--- config.mk ---
export PLATFORM = sky130hd
export DESIGN_NAME = fbm_host
export DESIGN_NICKNAME = d
export VERILOG_FILES = /design/src/hdl/fbm_pkg.sv /design/src/hdl/fbm_host.sv
export SDC_FILE = /design/constraint.sdc
export NUM_CORES = 1
export LEC_CHECK = 0
export ABC_AREA = 0
export BUFFER_PORTS_ARGS = -buffer_cell sky130_fd_sc_hd__clkbuf_2
export CORE_UTILIZATION = 43
export DETAILED_ROUTE_END_ITERATION = 10
export PLACE_DENSITY = 0.75
export REMOVE_ABC_BUFFERS = 1
export SKIP_LAST_GASP = 1
export SLEW_MARGIN = 15
export SYNTH_ARGS = -nofsm -noshare
export SYNTH_HDL_FRONTEND = slang
export SYNTH_SLANG_ARGS = --single-unit
--- constraint.sdc ---
create_clock -name clock -period 1.65 [get_ports clock]
set_clock_uncertainty 0.15 [all_clocks]
set_input_delay 0.2475 -clock clock [delete_from_list [all_inputs] [get_ports clock]]
set_output_delay 0.2475 -clock clock [all_outputs]
set_load 0.05 [all_outputs]
--- src/hdl/fbm_pkg.sv ---
/*
 * Package for the flash bus host controller: request and pin bundles, request kinds and strobe timing.
 * Assumes a 50 MHz system clock and an asynchronous byte-wide flash device on the far side of the pins.
 */
package fbm_pkg;

	// ************************************************************
	// Widths and address fields
	// ************************************************************
	localparam int ADDR_W = 19;
	localparam int DATA_W = 8;
	localparam int SECTOR_MSB = 18;
	localparam int SECTOR_LSB = 16;
	localparam logic [ADDR_W-1:0] SECTOR_MASK = 19'h70000;
	localparam logic [ADDR_W-1:0] ID_CLEAR_MASK = 19'h7ffbc;
	localparam logic [ADDR_W-1:0] ID_A0_MASK = 19'h00001;
	localparam logic [ADDR_W-1:0] ID_A1_MASK = 19'h00002;
	localparam logic [DATA_W-1:0] PROT_YES_CODE = 8'h01;

	// ************************************************************
	// Strobe timing
	// ************************************************************
	localparam int CLK_NS = 20;
	localparam int T_ACC_NS = 70;
	localparam int T_WP_NS = 35;
	localparam int T_WH_NS = 20;
	localparam int CNT_W = 4;
	localparam logic [CNT_W-1:0] ACC_CYC = CNT_W'((T_ACC_NS + CLK_NS - 1) / CLK_NS);
	localparam logic [CNT_W-1:0] WP_CYC = CNT_W'((T_WP_NS + CLK_NS - 1) / CLK_NS);
	localparam logic [CNT_W-1:0] WH_CYC = CNT_W'((T_WH_NS + CLK_NS - 1) / CLK_NS);

	// ************************************************************
	// Request kinds and bundles
	// ************************************************************
	typedef enum logic [2:0] {
		KIND_READ,
		KIND_WRITE,
		KIND_MFR_ID,
		KIND_DEV_ID,
		KIND_PROT_CHECK
	} fbm_kind_t;

	typedef struct packed {
		fbm_kind_t kind;
		logic [ADDR_W-1:0] addr;
		logic [DATA_W-1:0] data;
	} fbm_req_t;

	typedef struct packed {
		logic ceN;
		logic oeN;
		logic weN;
		logic [ADDR_W-1:0] addr;
		logic [DATA_W-1:0] dqOut;
		logic dqOe;
	} fbm_pins_t;

endpackage : fbm_pkg

--- src/hdl/fbm_host.sv ---
/*
 * Host-side controller that runs read, command-write and identification cycles on a byte-wide flash.
 * Assumes the flash pins are driven straight from this block and the data lines are resolved outside.
 */
// Behaviour
// - Read: chip-select and output-enable low, write-enable high; flash returns data.
// - Write: write-enable and chip-select low, output-enable high; only this is a write.
// - Chip-select high is standby; allow full chip-select access time before read data.
// - In-system hosts use the command route, never the elevated level on the select pin.
// - Autoselect persists until the host writes the reset command.
`timescale 1ns/1ns
module fbm_host (
	input  wire logic            clock,
	input  wire logic            rstn,
	input  wire logic            reqValid,
	output logic                 reqReady,
	input  wire fbm_pkg::fbm_req_t req,
	output logic                 rspValid,
	output logic [7:0]           rspData,
	output logic                 rspProtected,
	output logic [2:0]           curSector,
	output fbm_pkg::fbm_pins_t   pins,
	input  wire logic [7:0]      dqIn,
	output logic                 elevatedSelectEn
);
	import fbm_pkg::*;

	typedef enum logic [2:0] {ST_IDLE, ST_SETUP, ST_READ, ST_WPULSE, ST_WHOLD, ST_DESEL} fbm_state_t;

	fbm_state_t             state_q, state_d;
	fbm_pins_t              pins_q, pins_d;
	fbm_kind_t              kind_q, kind_d;
	logic [CNT_W-1:0]       cnt_q, cnt_d;
	logic                   rspValid_q, rspValid_d;
	logic [DATA_W-1:0]      rspData_q, rspData_d;
	logic [ADDR_W-1:0]      pinAddr;

	// ************************************************************
	// Address shaping for identification cycles
	// ************************************************************

	// Identification reads force A6/A1/A0; the protection check keeps only the sector bits.
	always_comb begin
		case (req.kind)
			KIND_MFR_ID:     pinAddr = req.addr & ID_CLEAR_MASK;
			KIND_DEV_ID:     pinAddr = (req.addr & ID_CLEAR_MASK) | ID_A0_MASK;
			KIND_PROT_CHECK: pinAddr = (req.addr & SECTOR_MASK) | ID_A1_MASK;
			default:         pinAddr = req.addr;
		endcase
	end

	// ************************************************************
	// Bus cycle sequencer
	// ************************************************************

	// Every cycle starts and ends in standby, so each read pays the full chip-select access time.
	always_comb begin
		state_d = state_q;
		pins_d = pins_q;
		kind_d = kind_q;
		cnt_d = cnt_q;
		rspValid_d = 1'b0;
		rspData_d = rspData_q;
		case (state_q)
			ST_IDLE: begin
				if (reqValid) begin
					pins_d.ceN = 1'b0;
					pins_d.addr = pinAddr;
					pins_d.dqOut = req.data;
					pins_d.dqOe = (req.kind == KIND_WRITE);
					kind_d = req.kind;
					state_d = ST_SETUP;
				end
			end
			ST_SETUP: begin
				// Address settles under chip-select before either strobe falls.
				if (kind_q == KIND_WRITE) begin
					pins_d.weN = 1'b0;
					cnt_d = WP_CYC - 4'h1;
					state_d = ST_WPULSE;
				end else begin
					pins_d.oeN = 1'b0;
					cnt_d = ACC_CYC - 4'h1;
					state_d = ST_READ;
				end
			end
			ST_READ: begin
				if (cnt_q == '0) begin
					rspData_d = dqIn;
					rspValid_d = 1'b1;
					pins_d.oeN = 1'b1;
					pins_d.ceN = 1'b1;
					state_d = ST_DESEL;
				end else begin
					cnt_d = cnt_q - 4'h1;
				end
			end
			ST_WPULSE: begin
				if (cnt_q == '0) begin
					pins_d.weN = 1'b1;
					cnt_d = WH_CYC - 4'h1;
					state_d = ST_WHOLD;
				end else begin
					cnt_d = cnt_q - 4'h1;
				end
			end
			ST_WHOLD: begin
				// Data is kept driven past the rising write edge before the bus is released.
				if (cnt_q == '0) begin
					pins_d.dqOe = 1'b0;
					pins_d.ceN = 1'b1;
					rspValid_d = 1'b1;
					state_d = ST_DESEL;
				end else begin
					cnt_d = cnt_q - 4'h1;
				end
			end
			ST_DESEL: state_d = ST_IDLE;
			default: state_d = ST_IDLE;
		endcase
	end

	// Registers only; reset parks the pins in standby with the data lines released.
	always_ff @(posedge clock) begin
		if (!rstn) begin
			state_q <= ST_IDLE;
			pins_q <= '{ceN: 1'b1, oeN: 1'b1, weN: 1'b1, addr: '0, dqOut: '0, dqOe: 1'b0};
			kind_q <= KIND_READ;
			cnt_q <= '0;
			rspValid_q <= 1'b0;
			rspData_q <= '0;
		end else begin
			state_q <= state_d;
			pins_q <= pins_d;
			kind_q <= kind_d;
			cnt_q <= cnt_d;
			rspValid_q <= rspValid_d;
			rspData_q <= rspData_d;
		end
	end

	// ************************************************************
	// Outputs
	// ************************************************************

	// The elevated select level is never used in-system.
	assign elevatedSelectEn = 1'b0;
	assign reqReady = (state_q == ST_IDLE);
	assign pins = pins_q;
	assign rspValid = rspValid_q;
	assign rspData = rspData_q;
	assign rspProtected = (rspData_q == PROT_YES_CODE);
	assign curSector = pins_q.addr[SECTOR_MSB:SECTOR_LSB];

	// ************************************************************
	// Checks
	// ************************************************************

	// Helper counts cycles that chip-select has been low, for the access-time check.
	logic [CNT_W-1:0] selCnt_q;
	always_ff @(posedge clock) begin
		if (!rstn || pins_q.ceN)
			selCnt_q <= '0;
		else if (selCnt_q != 4'hf)
			selCnt_q <= selCnt_q + 4'h1;
	end
endmodule : fbm_host

Word-level counts from Yosys, hierarchy flattened
Index checks and enable logic that the tools add are counted.
- input bits: 41
- output and inout bits: 46
- word-level logic and storage cells: 69
- register bits: 50
- equal/unequal tests: 18
- multiplexer cells: 22
- $add $sub $neg: 1
- reductions and logical operators: 17
- operator list (operator ; number):
    $pmux 16 s3 ; 1
    $ne 2x2->1 const B ; 7
    $eq 3x2->1 const B ; 4
    $pmux 3 s4 ; 1
    $pmux 4 s3 ; 1
    $reduce_and 3->1 ; 4
    $eq 3x1->1 const B ; 3
    $mux 3 ; 3
    $eq 8x1->1 const B ; 1
    $mux 1 ; 8
    $mux 4 ; 2
    $reduce_and 2->1 ; 4
    $eq 3x3->1 const B ; 2
    $pmux 1 s2 ; 3
    $reduce_bool 2->1 ; 3
    $reduce_bool 3->1 ; 2
    $logic_not 4->1 ; 1
    $mux 2 ; 2
    $reduce_and 4->1 ; 1
    $sub 4x1->4 const B ; 1
    $logic_not 3->1 ; 1
    $pmux 1 s3 ; 1
    $ne 2x1->1 const B ; 1
    $reduce_or 2->1 ; 1

Logic depth before layout (Yosys ltp)
Gate-level depths: netlist of the first run.
- word-level depth: 4
- depth in mapped cells: 7
- depth with buffers taken out: 6

Worst setup path after synthesis of the first run
Ideal clock, no wire load.
- path type: register to register
- start point: register state_q[2]
- end point: register pins_q, in the netlist curSector[0]
- setup slack: -0.180 ns
- setup time: 0.132 ns
- cell stages (with the launch flop): 7
- arrival: 1.548 ns
- cells stage by stage: dfxtp_1 -> buf_2 -> nor3_4 -> nand2_1 -> clkbuf_1 -> nand2_1 -> a21oi_1
- cells in the longest elaborated chain, start to end: 2
- RTL lines (element ; line ; text):
    start: declaration ; fbm_host.sv:30 ; fbm_state_t state_q, state_d;
    start signal: assignment ; fbm_host.sv:133 ; state_q <= state_d;
    $logic_not 3->1 ; - ;
    net reqReady ; fbm_host.sv:16 ; output logic reqReady,
    $reduce_and 2->1 (no source line) ; - ;
    end signal: assignment ; fbm_host.sv:127 ; pins_q <= '{ceN: 1'b1, oeN: 1'b1, weN: 1'b1, addr: '0, dqOut: '0, dqOe: 1'b0};
    end signal: assignment ; fbm_host.sv:134 ; pins_q <= pins_d;
    end: declaration ; fbm_host.sv:31 ; fbm_pins_t pins_q, pins_d;
The timed path passes the listed nets, and every way through them passes these cells.
A chain may end at the register's enable or synchronous reset.

Worst setup path in the final report of the first run
- start point: register rspData_q[6], in the netlist rspData[6]
- end point: output port rspProtected
- cells in the longest elaborated chain, start to end: 1
- RTL lines (element ; line ; text):
    start: declaration ; fbm_host.sv:35 ; logic [DATA_W-1:0] rspData_q, rspData_d;
    start signal: assignment ; fbm_host.sv:138 ; rspData_q <= rspData_d;
    $eq 8x1->1 ; fbm_host.sv:152 ; assign rspProtected = (rspData_q == PROT_YES_CODE);
    end: declaration ; fbm_host.sv:20 ; output logic rspProtected,
No other way between the ends.

==> results of run 1 <==
-- sequential cells by signal, indices dropped and copies added, names as in the netlist --
name / flops
state_q: 3
rspValid: 1
curSector: 3
pins: 28
kind_q: 3
rspData: 8
cnt_q: 4
-- layer usage --
layer | track usage (%) | vias up | part of all wire [%]
met4 | 4.701 | 0 | 1.1
met1 | 24.94 | 1030 | 43
met5 | 0 | - | 0
met2 | 34.15 | 83 | 50
met3 | 5.761 | 7 | 6.5
li1 | - | 1114 | -
-- cells in the mapped netlist, types with 2 or more instances --
cell,count
buf_4,6
a21oi_1,37
nor3b_1,3
clkbuf_1,8
and4bb_1,2
nand2b_1,4
o22ai_1,2
nor4_1,3
a31oi_1,2
buf_6,2
mux2i_1,9
nor2_1,19
nand2_1,52
and2_1,2
ha_1,2
nor3_1,3
nand3_1,18
o21ai_0,6
buf_2,4
dfxtp_1,50
inv_1,4
-- kinds of logic after synthesis --
group           share of synthesized area (%)
simple gates                            26.46
compound gates                          15.86
flops                                   45.33
buf+inv                                 6.175
mux                                     4.079
fa+ha+maj                               1.133
xor+xnor                               0.7933
other cells                            0.1698
-- worst paths after layout --
check             depth (start not counted)       start  slack [ns]           end
setup / recovery                          3  rspData[6]       -0.02  rspProtected
hold / removal                            3      req[2]       0.003       pins[3]
setup reg to reg                          6    cnt_q[0]        0.02      cnt_q[0]
hold reg to reg                           2    pins[12]        0.30      pins[12]
-- power by group through the flow --
stage / registers (mW) / clock network (mW) / logic (mW)
3_5_place_dp: 1.74 / 0 / 3.17
5_1_grt: 1.86 / 0.910 / 3.65
6_report: 1.81 / 0.837 / 3.42
2_1_floorplan: 2.56 / 0 / 1.25
3_3_place_gp: 1.73 / 0 / 3.13
4_1_cts: 1.79 / 0.861 / 3.20
-- critical path, cell delays in order (launching register included) --
cell and delay, ns:
dfxtp_2 0.33, nor4_2 0.25, and4b_1 0.25, buf_8 0.15
-- area by class of cell --
cell class	count	share of cell area [%]
Clock inverter	2	1.265
Timing Repair Buffer	115	22.97
Inverter	5	0.6120
Multi-Input combinational cell	189	36.96
Sequential cell	50	33.21
Tap cell	67	2.734
Clock buffer	5	2.244
-- timing repair --
action | CTS | global route
buffers inserted | 1 | 2
pin swaps | 5 | 7
endpoints found under the hold margin | 0 | 1
hold buffers | 0 | 1
gates resized for setup | 15 | 24
setup endpoints to repair | 23 | 35
-- stage by stage --
stage,util (%),instances,worst slack [ns]
5_1_grt,63.66,433,-0.07153
4_1_cts,61.97,431,-0.05795
3_5_place_dp,58.86,424,-0.1304
2_1_floorplan,-,244,-0.6964
3_3_place_gp,58.86,424,0.01158
6_report,63.66,433,-0.02231
==> impl_metrics.env, run 1 <==
export IMPL_ys_seq_elements=50
export IMPL_netlist_top_cells_area="dfxtp_1, nand2_1, a21oi_1"
export IMPL_yosysSeqAreaShare_pct=45.33
export IMPL_multi_input_area_um2=1134
export IMPL_gr_total_overflow=0
export IMPL_cts_buffers=5
export IMPL_holdWs_ns=0.003177
export IMPL_die_area_um2=5427
export IMPL_maxCapViolCount=0
export IMPL_path_clk_slew_ns=0.09
export IMPL_diodes=0
export IMPL_p_comb_share_pct=56.4
export IMPL_gp_congestion=0.9004
export IMPL_fin_crit_ns=1.672
export IMPL_tns_ns=-0.02231
export IMPL_setup_violations=1
export IMPL_clock_sinks=50
export IMPL_grt_max_degree=32
export IMPL_period_share_pct=101.4
export IMPL_syn_area_per_cell_um2=8.365
export IMPL_ctsLongestPathBuffers=2
export IMPL_critical_path_class="reg2out"
export IMPL_total_power_mw=6.076
export IMPL_synth_edf_count=0
export IMPL_fp_dieH_um=73.67
export IMPL_grt_usage_pct=20.04
export IMPL_cts_root_buffer="clkbuf_8"
export IMPL_grt_pass1_wl_mm=8.562
export IMPL_drt_iter0_markers=154
export IMPL_fp_dieW_um=73.67
export IMPL_fin_area_um2=3067
export IMPL_hold_class="in2reg"
export IMPL_drt_wl_total_mm=5.558
export IMPL_async_reset_ff_share_pct=0
export IMPL_switching_share_pct=45.29
export IMPL_synth_area_leader_cell="dfxtp_1"
export IMPL_regArea_um2=1018
export IMPL_clkPwrFrac_pct=13.8
export IMPL_h_tree_depth=2
export IMPL_drive_gt1_share_pct=40.44
export IMPL_synth_area_um2=2208
export IMPL_drc=0
export IMPL_grt_pass1_vias=1936
export IMPL_drt_pass1_iter_count=5
export IMPL_wl_per_cell_um=12.84
export IMPL_worst_slack_ns=-0.02231
export IMPL_yosysWarnings=0
export IMPL_p_seq_share_pct=29.9
export IMPL_end_kind="primary output"
export IMPL_worstPathRequired_ns=1.25
export IMPL_via_per_inst=5.159
export IMPL_syn_inst=264
export IMPL_violations="setup timing"
export IMPL_hpwl_mm=3.983
export IMPL_most_common_layout_cells="clkbuf_2, nand2_1, dfxtp_1"
export IMPL_ant_nets=0
export IMPL_final_max_slew_viol_count=0
export IMPL_final_fill_count=420
export IMPL_cts_tree="yes"
export IMPL_crit_path_start_kind="flop"
export IMPL_fmax_ghz=0.5980
export IMPL_status="finished with violations"
export IMPL_core_area_um2=4817
export IMPL_area_growth_synth_to_final_pct=38.87
export IMPL_ys_types=47
export IMPL_power_leakage_nw=1.396
export IMPL_synthFlopType="dfxtp_1"
export IMPL_internal_power_mw=3.324
export IMPL_crit_arrival_ns=1.27
export IMPL_initial_utilization_pct=45.84
export IMPL_final_nets=409
export IMPL_rows=25
export IMPL_vdd_drop_max_v=0.0009274
export IMPL_vias=2234
export IMPL_clk_insertion_delay_late_ns=0.30
export IMPL_cellPowerDensity_nw_per_um2=1981
export IMPL_netSwitchingPower_mw=2.752
export IMPL_yosysTopAreaCellShare_pct=45.33
export IMPL_cp_max_fo=2
export IMPL_antenna_found_initial=0
export IMPL_final_common_cell="clkbuf_2"
export IMPL_post_dp_cell_area_um2=2835
export IMPL_hold_viol=0
export IMPL_num_io_pins=87
export IMPL_port_buffers=85
export IMPL_rsz0062_at_grt="true"
Power figures use the tool's default switching activity.
==> inputs of run 2 (changes only) <==
Settings changed: ABC_AREA 0 to 1.
==> run 2 against run 1 <==
  * The run now ends clean
  * Wire length shrank 5.2%
  * Clock-buffer cell count increased by 2
  * Clock power down 5.4%
  * Worst setup slack gained 0.043 ns
  * Sequential power down 2%
  * Synthesized area fell by 0.51%
  * Utilization decreased by 4.3 points
  * Non-clock buffer count decreased by 19
  * Via count decreased by 2.3%
  * Global-route usage increased by 0.71 points
  * Final cell count rose by 2.8%
  * Critical path type unchanged
  * Largest cell class unchanged
  * Highest routed layer unchanged
==> impl_metrics.env, run 2 <==
export IMPL_hold_viol=0
export IMPL_final_max_slew_viol_count=0
export IMPL_syn_inst=289
export IMPL_yosysTopAreaCellShare_pct=45.56
export IMPL_tns_ns=0
export IMPL_synth_commonest_cells="dfxtp_1, nor2_1, nand2_1, nand3_1, o21ai_0"
export IMPL_cts_buffers=5
export IMPL_r2r_setup_slack_ns=0.09
export IMPL_status="complete, no violations"
export IMPL_yosysSeqAreaShare_pct=45.56
export IMPL_ant_nets=0
export IMPL_grt_pass1_wl_mm=8.680
export IMPL_syn_area_per_cell_um2=7.602
export IMPL_core_area_um2=4817
export IMPL_synth_area_um2=2197
export IMPL_rr_startpoint="cnt_q[0]"
export IMPL_h_tree_depth=2
export IMPL_grt_max_degree=32
export IMPL_synth_area_leader_cell="dfxtp_1"
export IMPL_hold_buffers=0
export IMPL_drt_wl_total_mm=5.267
export IMPL_power_leakage_nw=1.394
export IMPL_die_area_um2=5399
export IMPL_final_common_cell="clkbuf_2"
export IMPL_period_share_pct=98.76
export IMPL_num_io_pins=87
export IMPL_rsz0062_at_grt="true"
export IMPL_grt_pass1_vias=2026
export IMPL_initial_utilization_pct=45.61
export IMPL_cts_root_buffer="clkbuf_8"
export IMPL_vias=2182
export IMPL_crit_arrival_ns=1.23
export IMPL_crit_family="flip-flops"
export IMPL_largest_register_ffs=28
export IMPL_gr_total_overflow=0
export IMPL_holdWs_ns=0.01471
export IMPL_worstPathRequired_ns=1.25
export IMPL_maxCapViolCount=0
export IMPL_cellPowerDensity_nw_per_um2=2034
export IMPL_crit_buf_inv=1
export IMPL_cp_slowest_cell="dfxtp_4"
export IMPL_hold_class="in2reg"
export IMPL_fmax_ghz=0.6137
export IMPL_yosysWarnings=0
export IMPL_ys_types=27
export IMPL_area_growth_synth_to_final_pct=30.07
export IMPL_cp_endpoint="rspProtected"
export IMPL_setup_violations=0
export IMPL_path_clk_slew_ns=0.09
export IMPL_drive_gt1_share_pct=35.98
export IMPL_final_nets=420
export IMPL_clock_sinks=50
export IMPL_critical_path_class="reg2out"
export IMPL_wl_per_cell_um=11.84
export IMPL_synth_edf_count=0
export IMPL_drt_pass1_iter_count=5
export IMPL_async_reset_ff_share_pct=0
export IMPL_ctsLongestPathBuffers=2
export IMPL_ys_seq_elements=50
export IMPL_vdd_drop_max_v=0.0009342
export IMPL_fin_area_um2=2858
export IMPL_post_dp_cell_area_um2=2683
export IMPL_fp_dieH_um=73.48
export IMPL_fin_util_pct=59.32
export IMPL_synthFlopType="dfxtp_1"
export IMPL_crit_path_start_kind="flop"
export IMPL_fp_dieW_um=73.48
export IMPL_reg2reg_depth=7
export IMPL_cts_tree="yes"
export IMPL_clk_insertion_delay_late_ns=0.30
export IMPL_synth_most_common_cell="dfxtp_1"
export IMPL_rows=25
export IMPL_cp_depth=4
export IMPL_end_kind="primary output"
export IMPL_diodes=0
export IMPL_hpwl_mm=3.676
export IMPL_grt_usage_pct=20.75
export IMPL_cp_max_fo=3
export IMPL_drc=0
export IMPL_startpoint="rspData[5]"
export IMPL_cpPeakStageDelay_ns=0.37
export IMPL_gp_congestion=0.9024
export IMPL_port_buffers=85
export IMPL_cp_cell_sequence="nor2_4 > nand2_2 > nor4_4 > buf_6"
export IMPL_antenna_found_initial=0
export IMPL_fin_crit_ns=1.629
export IMPL_netlist_top_cells_area="dfxtp_1, nor2_1, nand3_1"
export IMPL_reg2reg_to="rspData[1]"
export IMPL_drt_iter0_markers=122
export IMPL_most_common_layout_cells="clkbuf_2, nor2_1, dfxtp_1"
export IMPL_via_per_inst=4.903
export IMPL_total_power_mw=5.813
## run 2: cell count changes in the layout (fill, tap and decap cells not counted), sizes merged, moves of 14 or more
cell	before	now
inv	4	20
nand3	18	35
buf	31	13
nor2	19	54
o21ai	8	31
a21oi	37	23
## run 2: layout make-up
| class | count | area, µm² |
|---|---|---|
| tap | 67 | 83.83 |
| timing repair buffer | 96 | 541.8 |
| inverter | 21 | 78.83 |
| clock inverter | 1 | 8.758 |
| sequential | 50 | 1010 |
| fill | 456 | 1959 |
| clock buffer | 7 | 96.34 |
| multi-input combinational | 203 | 1039 |
## run 2: worst min path at each step
stage	cells after the start	start	slack, ns	to
floorplan	1	rstn	0.17	pins[29]
global placement	2	kind_q[2]	0.29	kind_q[2]
detailed placement	2	kind_q[1]	0.31	kind_q[1]
CTS	3	req[24]	0.005	curSector[0]
global route	3	req[24]	0.001	curSector[0]
finish	3	req[24]	0.01	curSector[0]
## run 2: cell families (layout without fill, tap and decap cells)
group | count (synthesis) | in the layout | share of synthesized area [%]
compound gates | 57 | 57 | 13.27
flops | 50 | 50 | 45.56
simple gates | 142 | 142 | 30.92
buf+inv | 36 | 125 | 8.542
fa+ha+maj | 2 | 2 | 1.139
xor+xnor | 1 | 1 | 0.3987
other cells | 1 | 1 | 0.1707
## run 2: where the power goes
part | total [mW] | internal [mW] | leakage, nW | switching [mW]
logic | 3.25 | 0.937 | 0.927 | 2.32
clock network | 0.792 | 0.385 | 0.0544 | 0.407
registers | 1.77 | 1.54 | 0.413 | 0.226
## run 2: repair_timing
item                                    4_1_cts  5_1_grt
buffers inserted                              0        3
pin swaps                                     0        5
endpoints found under the setup margin        2       11
resized for setup                             4       17
## run 2: tightest hold or removal path, cell delays in order
cell and delay (ns):
clkbuf_2 0.07, nor2_1 0.03, nor2_1 0.08
## run 2: metal layers
metal  vias to the layer above  global-route usage (%)  routed length (µm)
met2                        65                   37.00                2652
li1                       1109                       -                   -
met1                      1006                   24.06                2291
met3                         2                   5.213                 294
met5                         -                       0                   0
met4                         0                   7.051                  29
## run 2: stage by stage
stage          std cells  setup WS, ns
4_1_cts              442     -0.002764
2_1_floorplan        274       -0.9830
3_5_place_dp         434       0.05583
6_report             445       0.02054
5_1_grt              445      -0.07387
3_3_place_gp         434       0.09983
